### config.mk
export PLATFORM = sky130hd
export DESIGN_NAME = otnc_offset_trim_nvm
export DESIGN_NICKNAME = d
export VERILOG_FILES = /design/src/design/otnc_offset_trim_nvm.v
export VERILOG_INCLUDE_DIRS = /design/src /design/src/design
export SDC_FILE = /design/constraint.sdc
export NUM_CORES = 1
export LEC_CHECK = 0
export ABC_CLOCK_PERIOD_IN_PS = 5400
export BUFFER_PORTS_ARGS = -buffer_cell sky130_fd_sc_hd__buf_2
export CAP_MARGIN = 20
export CORE_MARGIN = 10
export CORE_UTILIZATION = 31
export DETAILED_ROUTE_END_ITERATION = 8
export PLACE_DENSITY = 0.49
export SKIP_CTS_REPAIR_TIMING = 1
export SYNTH_ARGS = -nofsm -noshare
export SYNTH_HDL_FRONTEND = slang
export SYNTH_SLANG_ARGS = --single-unit
### constraint.sdc
create_clock -name clk -period 5.4 [get_ports clk]
set_input_delay 1.08 -clock clk [delete_from_list [all_inputs] [get_ports clk]]
set_output_delay 1.08 -clock clk [all_outputs]
set_load 0.02 [all_outputs]
### src/design/otnc_map.vh
`ifndef OTNC_MAP_VH
`define OTNC_MAP_VH

// register addresses
`define OTNC_ADDR_FEAT      8'h5e
`define OTNC_ADDR_IERR      8'h5f
`define OTNC_ADDR_UNLOCK    8'h6a
`define OTNC_ADDR_IFSETUP   8'h6b
`define OTNC_ADDR_SELFTEST  8'h6d
`define OTNC_ADDR_NVCFG     8'h70
`define OTNC_ADDR_OFFX      8'h71
`define OTNC_ADDR_OFFY      8'h72
`define OTNC_ADDR_OFFZ      8'h73
`define OTNC_ADDR_PWRCFG    8'h7c
`define OTNC_ADDR_PWRCTL    8'h7d
`define OTNC_ADDR_CMD       8'h7e
`define OTNC_ADDR_STATUS    8'h03

// field positions
`define OTNC_BIT_OFF_EN     3
`define OTNC_BIT_PROG_EN    1
`define OTNC_BIT_APS        0
`define OTNC_BIT_CMD_RDY    4

// reset values
`define OTNC_RST_PWRCFG     8'h03
`define OTNC_RST_ZERO       8'h00

// commands
`define OTNC_CMD_SOFTRST    8'hb6
`define OTNC_CMD_NVMPROG    8'ha0

// timing
`define OTNC_BOOT_US        1000
`define OTNC_PROG_US        40000
`define OTNC_CLK_MHZ        100

`endif

### src/design/otnc_offset_trim_nvm.v
// Contract
// - offset computed on raw samples, applied to raw and filtered outputs
// - overflowing corrected sample saturates to min or max by sign
// - image update copies stored offsets into the three offset registers
// - host may overwrite offset registers any time until next image update
// - offsets are 8-bit two's complement, 3.9 mg step, range independent
// - correction applied only while offset-enable config bit is one
// - after an offset register write the next sample is flagged invalid
// - after reset or soft reset load NVM; command-ready low during load
// - NVM programming rewrites every location from the image registers
// - command-ready low during programming, high when finished
// - programming starts only if power-save bit is zero at command
// - serial interface silent until boot load finishes
// - while NVM busy, writes dropped and reads return status
// - writing 0xb6 to command register triggers soft reset
// - soft reset restores defaults, from NVM where stored
// - feature port access needs power save at zero
`timescale 1ns/1ps
`include "otnc_map.vh"

module otnc_offset_trim_nvm #(
    parameter DATA_W      = 16,
    parameter OFF_SHIFT   = 4,
    parameter BOOT_CYCLES = `OTNC_BOOT_US * `OTNC_CLK_MHZ,
    parameter PROG_CYCLES = `OTNC_PROG_US * `OTNC_CLK_MHZ,
    parameter CNT_W       = 24
) (
    // clock and reset
    input  wire              clk,
    input  wire              sys_rst,
    // register access port
    input  wire              regWrStb,
    input  wire              regRdStb,
    input  wire [7:0]        regAddr,
    input  wire [7:0]        regWrData,
    output reg  [7:0]        regRdData,
    output reg               regRdValid,
    output reg               ifReady,
    // sample path
    input  wire              sampleStb,
    input  wire [DATA_W-1:0] rawX,
    input  wire [DATA_W-1:0] rawY,
    input  wire [DATA_W-1:0] rawZ,
    input  wire [DATA_W-1:0] filtX,
    input  wire [DATA_W-1:0] filtY,
    input  wire [DATA_W-1:0] filtZ,
    output reg  [DATA_W-1:0] rawOutX,
    output reg  [DATA_W-1:0] rawOutY,
    output reg  [DATA_W-1:0] rawOutZ,
    output reg  [DATA_W-1:0] filtOutX,
    output reg  [DATA_W-1:0] filtOutY,
    output reg  [DATA_W-1:0] filtOutZ,
    output reg               sampleValid,
    output reg               sampleOk,
    // control levels and soft reset pulse to rest of sensor
    output reg  [7:0]        powerConfigOut,
    output reg  [7:0]        featureOut,
    output reg               softResetPulse
);

    localparam ST_BOOT = 3'b001;
    localparam ST_IDLE = 3'b010;
    localparam ST_PROG = 3'b100;

    reg [2:0]       state_reg;
    reg [CNT_W-1:0] busyCnt_reg;
    // nvm store: index 0 config, 1..3 offsets
    reg [7:0]       nvm_reg [0:3];
    reg [7:0]       nvConfig_reg;
    reg [7:0]       offX_reg;
    reg [7:0]       offY_reg;
    reg [7:0]       offZ_reg;
    reg [7:0]       unlock_reg;
    reg [7:0]       ifSetup_reg;
    reg [7:0]       selfTest_reg;
    reg [7:0]       pwrCtl_reg;
    reg             offDirty_reg;
    integer         i;

    wire busy    = ~state_reg[1];
    wire cmdRdy  = state_reg[1];
    wire apsBit  = powerConfigOut[`OTNC_BIT_APS];
    wire offEn   = nvConfig_reg[`OTNC_BIT_OFF_EN];
    wire [7:0] statusVal = {3'h0, cmdRdy, 4'h0};

    // 8-bit offset at 3.9 mg scaled onto sample lsb
    function [DATA_W-1:0] corr;
        input [DATA_W-1:0] s;
        input [7:0]        o;
        input              en;
        reg   [DATA_W:0]   sum;
        reg   [DATA_W:0]   oExt;
        begin
            oExt = {{(DATA_W+1-8){o[7]}}, o} <<< OFF_SHIFT;
            sum  = {s[DATA_W-1], s} + (en ? oExt : {(DATA_W+1){1'b0}});
            if (sum[DATA_W] != sum[DATA_W-1])
                corr = sum[DATA_W] ? {1'b1, {(DATA_W-1){1'b0}}}
                                   : {1'b0, {(DATA_W-1){1'b1}}};
            else
                corr = sum[DATA_W-1:0];
        end
    endfunction

    // register read mux
    function [7:0] rdMux;
        input [7:0] a;
        begin
            case (a)
                `OTNC_ADDR_STATUS:   rdMux = statusVal;
                `OTNC_ADDR_FEAT:     rdMux = apsBit ? 8'h00 : featureOut;
                `OTNC_ADDR_IERR:     rdMux = 8'h00;
                `OTNC_ADDR_UNLOCK:   rdMux = unlock_reg & 8'h02;
                `OTNC_ADDR_IFSETUP:  rdMux = ifSetup_reg & 8'h11;
                `OTNC_ADDR_SELFTEST: rdMux = selfTest_reg & 8'h0d;
                `OTNC_ADDR_NVCFG:    rdMux = nvConfig_reg & 8'h0f;
                `OTNC_ADDR_OFFX:     rdMux = offX_reg;
                `OTNC_ADDR_OFFY:     rdMux = offY_reg;
                `OTNC_ADDR_OFFZ:     rdMux = offZ_reg;
                `OTNC_ADDR_PWRCFG:   rdMux = powerConfigOut & 8'h03;
                `OTNC_ADDR_PWRCTL:   rdMux = pwrCtl_reg & 8'h05;
                default:             rdMux = 8'h00;
            endcase
        end
    endfunction

    wire hostWr = regWrStb & ~busy;
    wire offWr  = hostWr & (regAddr == `OTNC_ADDR_OFFX ||
                            regAddr == `OTNC_ADDR_OFFY ||
                            regAddr == `OTNC_ADDR_OFFZ);
    wire cmdWr  = hostWr & (regAddr == `OTNC_ADDR_CMD);

    // boot, idle and programming sequencer
    always @(posedge clk) begin
        if (sys_rst) begin
            state_reg      <= ST_BOOT;
            busyCnt_reg    <= BOOT_CYCLES[CNT_W-1:0];
            nvConfig_reg   <= `OTNC_RST_ZERO;
            offX_reg       <= `OTNC_RST_ZERO;
            offY_reg       <= `OTNC_RST_ZERO;
            offZ_reg       <= `OTNC_RST_ZERO;
            unlock_reg     <= `OTNC_RST_ZERO;
            ifSetup_reg    <= `OTNC_RST_ZERO;
            selfTest_reg   <= `OTNC_RST_ZERO;
            pwrCtl_reg     <= `OTNC_RST_ZERO;
            powerConfigOut <= `OTNC_RST_PWRCFG;
            featureOut     <= `OTNC_RST_ZERO;
            softResetPulse <= 1'b0;
            ifReady        <= 1'b0;
            offDirty_reg   <= 1'b0;
            for (i = 0; i < 4; i = i + 1)
                nvm_reg[i] <= 8'h00;
        end else begin
            softResetPulse <= 1'b0;
            case (state_reg)
                ST_BOOT: begin
                    ifReady <= 1'b0;
                    if (busyCnt_reg == {CNT_W{1'b0}}) begin
                        nvConfig_reg <= nvm_reg[0];
                        offX_reg     <= nvm_reg[1];
                        offY_reg     <= nvm_reg[2];
                        offZ_reg     <= nvm_reg[3];
                        offDirty_reg <= 1'b1;
                        state_reg    <= ST_IDLE;
                        ifReady      <= 1'b1;
                    end else begin
                        busyCnt_reg <= busyCnt_reg - 1'b1;
                    end
                end
                ST_IDLE: begin
                    if (cmdWr && regWrData == `OTNC_CMD_SOFTRST) begin
                        state_reg      <= ST_BOOT;
                        busyCnt_reg    <= BOOT_CYCLES[CNT_W-1:0];
                        softResetPulse <= 1'b1;
                        ifReady        <= 1'b0;
                        unlock_reg     <= `OTNC_RST_ZERO;
                        ifSetup_reg    <= `OTNC_RST_ZERO;
                        selfTest_reg   <= `OTNC_RST_ZERO;
                        pwrCtl_reg     <= `OTNC_RST_ZERO;
                        powerConfigOut <= `OTNC_RST_PWRCFG;
                        featureOut     <= `OTNC_RST_ZERO;
                    end else if (cmdWr && regWrData == `OTNC_CMD_NVMPROG &&
                                 !apsBit && unlock_reg[`OTNC_BIT_PROG_EN]) begin
                        state_reg   <= ST_PROG;
                        busyCnt_reg <= PROG_CYCLES[CNT_W-1:0];
                    end else if (hostWr) begin
                        case (regAddr)
                            `OTNC_ADDR_NVCFG:    nvConfig_reg <= regWrData & 8'h0f;
                            `OTNC_ADDR_OFFX:     offX_reg <= regWrData;
                            `OTNC_ADDR_OFFY:     offY_reg <= regWrData;
                            `OTNC_ADDR_OFFZ:     offZ_reg <= regWrData;
                            `OTNC_ADDR_UNLOCK:   unlock_reg <= regWrData & 8'h02;
                            `OTNC_ADDR_IFSETUP:  ifSetup_reg <= regWrData & 8'h11;
                            `OTNC_ADDR_SELFTEST: selfTest_reg <= regWrData & 8'h0d;
                            `OTNC_ADDR_PWRCFG:   powerConfigOut <= regWrData & 8'h03;
                            `OTNC_ADDR_PWRCTL:   pwrCtl_reg <= regWrData & 8'h05;
                            `OTNC_ADDR_FEAT: begin
                                if (!apsBit)
                                    featureOut <= regWrData;
                            end
                            default: ;
                        endcase
                    end
                    // set wins over the sample that would clear it
                    if (offWr)
                        offDirty_reg <= 1'b1;
                    else if (sampleStb)
                        offDirty_reg <= 1'b0;
                end
                ST_PROG: begin
                    if (busyCnt_reg == {CNT_W{1'b0}}) begin
                        nvm_reg[0] <= nvConfig_reg;
                        nvm_reg[1] <= offX_reg;
                        nvm_reg[2] <= offY_reg;
                        nvm_reg[3] <= offZ_reg;
                        state_reg  <= ST_IDLE;
                    end else begin
                        busyCnt_reg <= busyCnt_reg - 1'b1;
                    end
                end
                default: begin
                    state_reg   <= ST_BOOT;
                    busyCnt_reg <= BOOT_CYCLES[CNT_W-1:0];
                end
            endcase
        end
    end

    // register reads
    always @(posedge clk) begin
        if (sys_rst) begin
            regRdData  <= 8'h00;
            regRdValid <= 1'b0;
        end else begin
            regRdValid <= regRdStb & ifReady;
            if (regRdStb)
                regRdData <= busy ? statusVal : rdMux(regAddr);
        end
    end

    // corrected sample outputs
    always @(posedge clk) begin
        if (sys_rst) begin
            rawOutX     <= {DATA_W{1'b0}};
            rawOutY     <= {DATA_W{1'b0}};
            rawOutZ     <= {DATA_W{1'b0}};
            filtOutX    <= {DATA_W{1'b0}};
            filtOutY    <= {DATA_W{1'b0}};
            filtOutZ    <= {DATA_W{1'b0}};
            sampleValid <= 1'b0;
            sampleOk    <= 1'b0;
        end else begin
            sampleValid <= sampleStb;
            if (sampleStb) begin
                rawOutX  <= corr(rawX, offX_reg, offEn);
                rawOutY  <= corr(rawY, offY_reg, offEn);
                rawOutZ  <= corr(rawZ, offZ_reg, offEn);
                filtOutX <= corr(filtX, offX_reg, offEn);
                filtOutY <= corr(filtY, offY_reg, offEn);
                filtOutZ <= corr(filtZ, offZ_reg, offEn);
                sampleOk <= ~offDirty_reg & ~offWr;
            end
        end
    end

endmodule // otnc_offset_trim_nvm

== Yosys cells after proc, flatten, opt, wreduce, memory -nomap -nowiden ==
Memory sizes are Yosys's and may differ from the RTL's.
Index checks and enable logic that the tools add are counted.
Operators by class
  shift operators: 0
  bitwise gates (word level): 12
  muxes and demuxes: 92
  reductions and logical operators: 32
  equality and inequality tests: 38
  $add $sub $neg: 7
  divide/modulo/power cells: 0
  multipliers: 0
  magnitude comparators: 0
Operators by type and width (number)
  $mux 8: 35
  $mux 16: 12
  $add 17x17->17: 6
  $eq 8x7->1 const B: 11
  $pmux 8 s11: 1
  $mux 24: 3
  $pmux 8 s2: 4
  $mux 17: 3
  $pmux 24 s2: 1
  $logic_not 24->1: 1
  $reduce_and 6->1: 4
  $sub 24x1->24 const B: 1
  $ne 2x2->1 const B: 11
  $mux 3: 7
  $mux 5: 4
  $reduce_and 4->1: 5
  $eq 8x8->1 const B: 2
  $mux 4: 4
  $reduce_bool 2->1: 8
  $mux 1: 11
  $eq 8x2->1 const B: 1
  $mux 2: 4
  $ne 1x1->1: 6
  $ne 3x3->1 const B: 2
  16 further kinds: 34
Storage, ports and cells
  latch bits: 0
  ROM bits: 0
  word-level logic and storage cells: 207
  memory bits (writable): 32
  input port bits: 117
  flip-flop bits (word level): 199
  memories kept: 1
Memory list
  nvm_reg: depth 4, width 8, rd ports 4, clocked after memory_dff 0, write ports 4, RTL line otnc_offset_trim_nvm.v:68  | reg [7:0] nvm_reg [0:3];

== Logic depth before layout (Yosys ltp) ==
  depth after elaboration: 8
  gate-level depth with buffers: 19
  depth with buffers taken out: 11

== Worst setup path after synthesis ==
Ideal clock, no wire load.
  path kind: register -> register
  start: register busyCnt_reg[8]
  end: memory nvm_reg[0][0], enable pin
  clock period less this slack: 5.119 ns
  cell stages (with the launch flop): 6
  path buffers: 1
  setup slack: 0.281 ns
  arrival time: 4.627 ns
  cells stage by stage: dfxtp_1 -> or4_4 -> nand4b_4 -> or4_4 -> buf_6 -> o41ai_1
RTL lines
  start, declared: RTL line otnc_offset_trim_nvm.v:66  | reg [CNT_W-1:0] busyCnt_reg;
  start signal, assigned: RTL line otnc_offset_trim_nvm.v:136  | busyCnt_reg <= BOOT_CYCLES[CNT_W-1:0];
  start signal, assigned: RTL line otnc_offset_trim_nvm.v:166  | busyCnt_reg <= busyCnt_reg - 1'b1;
  start signal, assigned: RTL line otnc_offset_trim_nvm.v:172  | busyCnt_reg <= BOOT_CYCLES[CNT_W-1:0];
  end, declared: RTL line otnc_offset_trim_nvm.v:68

== Worst setup path after layout ==
  start: register nvConfig_reg[3]
  end: register filtOutY[0]
On the way
  cells in the longest elaborated chain, start to end: 4
RTL lines
  start, declared: RTL line otnc_offset_trim_nvm.v:69  | reg [7:0] nvConfig_reg;
  start signal, assigned: RTL line otnc_offset_trim_nvm.v:137  | nvConfig_reg <= `OTNC_RST_ZERO;
  start signal, assigned: RTL line otnc_offset_trim_nvm.v:158  | nvConfig_reg <= nvm_reg[0];
  start signal, assigned: RTL line otnc_offset_trim_nvm.v:187  | `OTNC_ADDR_NVCFG: nvConfig_reg <= regWrData & 8'h0f;
  $mux 17 *: RTL line otnc_offset_trim_nvm.v:95  | sum = {s[DATA_W-1], s} + (en ? oExt : {(DATA_W+1){1'b0}});
  $add 17x17->17 *: RTL line otnc_offset_trim_nvm.v:95
  $mux 16 / $ne 1x1->1 (equally long branches): RTL line otnc_offset_trim_nvm.v:97, otnc_offset_trim_nvm.v:96
  $mux 16 *: RTL line otnc_offset_trim_nvm.v:96  | if (sum[DATA_W] != sum[DATA_W-1])
  end signal, assigned: RTL line otnc_offset_trim_nvm.v:247  | filtOutY <= {DATA_W{1'b0}};
  end signal, assigned: RTL line otnc_offset_trim_nvm.v:258  | filtOutY <= corr(filtY, offY_reg, offEn);
  end, declared: RTL line otnc_offset_trim_nvm.v:51  | output reg [DATA_W-1:0] filtOutY,
Every way passes the cells marked *; elsewhere a longest branch is shown, timed or not.
A chain may end at the register's enable or synchronous reset.

==> flow_summary.yaml <==
worst_hold_path:
  hold_class: "reg2reg"
logic_synthesis:
  synth_cells: 1772
  synth-edff-count: 28
  async_reset_ff_share_pct: 0
  ys.flop_type: "dfxtp_1"
  synth_area_per_cell_um2: 7.88
  yosysUniqueCellTypes: 86
  synth_seq_cells: 211
  netlist_area_um2: 14000
  synthesis.yosys.warnings: 0
  ys_seq_area_share_pct: 32.2
detailed_routing:
  wirelength_mm: 48.5
  drc: 0
  dr.pass1.iters: 5
  vias: 13528
  viasPerCell: 5.38
  drt_iter0_drc: 1240
  ant_nets: 0
  wl_per_cell_um: 19.3
worst_setup_path:
  cp.required_ps: 5870
  critPathLaunch: "nvConfig_reg[3]"
  rr_startpoint: "nvConfig_reg[3]"
  start_kind: "flop"
  rr_worst_depth: 11
  path_max_fanout: 52
  timing.rr.end: "filtOutY[0]"
  crit_type: "reg2reg"
  endpoint: "filtOutY[0]"
  cp.arrival_ps: 4740
  cp-end-kind: "flop"
  reg2reg_slack_ps: 1130
placement:
  hpwl_mm: 35.3
  placed_cell_area_um2: 15300
  place_worst_setup_slack_ps: 1140
  place_congestion: 0.891
  port_buffers: 235
sta:
  setup_ws_ps: 1130
  drv_slew: 0
  setup_viol: 0
  hold_slack_ps: 466
  setup-tns-final_ps: 0
  skew_ps: 31.8
  rsz0062_at_grt: "no"
  max_slew.worst_pin.slew_ps: 1130
  fin_crit_ps: 4270
  finalHoldViolations: 0
  fmax_mhz: 234
  period_share_pct: 79.1
  slew_headroom_pct: 24.1
layout:
  area_delta_synth_final_pct: 16.5
  drive_gt1_share_pct: 18.9
  mostFrequentLayoutCells: "233 x buf_2, 195 x nor2_1, 182 x dfxtp_1"
  largest_reg_flops: 28
  design_area_um2: 16300
  nets: 2029
  final_common_cell: "buf_2"
cts:
  clockRootBuffer: "clkbuf_16"
  cts-buffers-inserted: 28
  clk_pin_slew_ps: 60
  tritoncts: "done"
  ctsLongestPathBuffers: 3
  cts.sinks: 211
  insertion_delay_ps: 570
  cts.htree.levels: 1
pwr:
  ir_drop_mv: 0.205
  cellPowerDensity_nw_per_um2: 253
  switching_share_pct: 28.5
  pwr-share-clk_pct: 44.8
  finalPower_mw: 4.12
  p_seq_share_pct: 41.4
  power_switching_mw: 1.17
  internal_power_mw: 2.95
  leakage_nw: 6.40
  power_frac_comb_pct: 13.8
global_route:
  antenna_found_initial: 4
  grt_start_max_net_pins: 104
  grt_pass1_wl_mm: 74.5
  globalRouteOverflowTotal: 0
  groute.usage.overall_pct: 17.0
  grt_pass1_vias: 12743
die:
  die_y_um: 232
  die_area_um2: 53900
  fp.dieW_um: 232
  start_util_pct: 31.5
  core_um2: 44400
  num_io_pins: 242
  rows: 77
outcome:
  outcome: "complete, no violations"
run:
  cap_viol_max_count: 0
[per-stage QoR]
step / instances / utilization (%)
finish: 2514 / 36.7
floorplan: 1777 / -
detailed placement: 2459 / 34.6
global route: 2513 / 36.6
CTS: 2510 / 36.6
global placement: 2459 / 34.6
[cell families after synthesis]
group	share of synthesized area, %
simple gates	22.2
compound gates	27.0
flops	32.2
buf+inv	5.80
xor+xnor	7.51
mux	3.23
fa+ha+maj	2.04
other cells	0.0268
[cells in the mapped netlist, types with 11 or more instances]
master | n | area, um2
nor2_1 | 195 | 732
dfxtp_1 | 183 | 3660
nand2_1 | 161 | 604
o21ai_0 | 146 | 731
a21oi_1 | 144 | 721
clkbuf_1 | 110 | 413
xnor2_1 | 73 | 639
and2_1 | 53 | 332
a311oi_1 | 52 | 455
xor2_1 | 43 | 377
nand3_1 | 40 | 200
mux2i_1 | 35 | 350
and3_1 | 33 | 206
a211oi_1 | 28 | 210
edfxtp_1 | 28 | 841
nor3_1 | 28 | 140
o221a_2 | 25 | 282
a31oi_1 | 24 | 150
inv_1 | 24 | 90.1
buf_2 | 21 | 105
nand2b_1 | 18 | 113
o22ai_1 | 18 | 113
ha_1 | 14 | 175
buf_4 | 11 | 82.6
maj3_1 | 11 | 110
or2_2 | 11 | 68.8
[final cells by class]
type                            instances  area [um2]
Timing Repair Buffer                  250        1340
Multi-Input combinational cell       1382        8680
Sequential cell                       211        4510
Clock buffer                           38         831
Antenna cell                            3        7.51
Fill cell                            4670       28100
Inverter                               25        93.8
Tap cell                              592         741
Clock inverter                         13        85.1
[layer usage]
layer  GRT usage, %  part of all wire, %
met1           23.8                   48
met2           26.7                   45
met3           2.94                  5.5
met4           3.80                  1.9
met5              0                    0
[worst min path at each step]
stage,start,endpoint,slack [ps],cells after the start
after floorplan,ifSetup_reg[0],ifSetup_reg[0],440,2
after global placement,busyCnt_reg[7],busyCnt_reg[7],450,1
after detailed placement,regRdData[3],regRdData[3],460,2
after CTS,regRdData[3],regRdData[3],470,2
after global routing,filtOutX[4],filtOutX[4],490,1
final,regRdData[3],regRdData[3],470,2
[worst max-delay path, stage by stage, from the launching register on]
cell and delay, ps:
dfxtp_2 680, buf_12 310, and2_1 310, ha_1 260, ha_1 210, a21oi_1 60
or4_1 540, a21oi_1 300, nand3_1 180, a41oi_2 770, o21ai_0 210, a311oi_1 300
[power groups by stage]
stage	logic, mW	clock network (mW)	registers, mW
CTS	0.573	1.89	1.71
global placement	0.566	0	1.74
detailed placement	0.572	0	1.74
floorplan	0.308	0	1.80
global route	0.629	1.95	1.71
finish	0.570	1.84	1.71
Power figures use the tool's default switching activity.
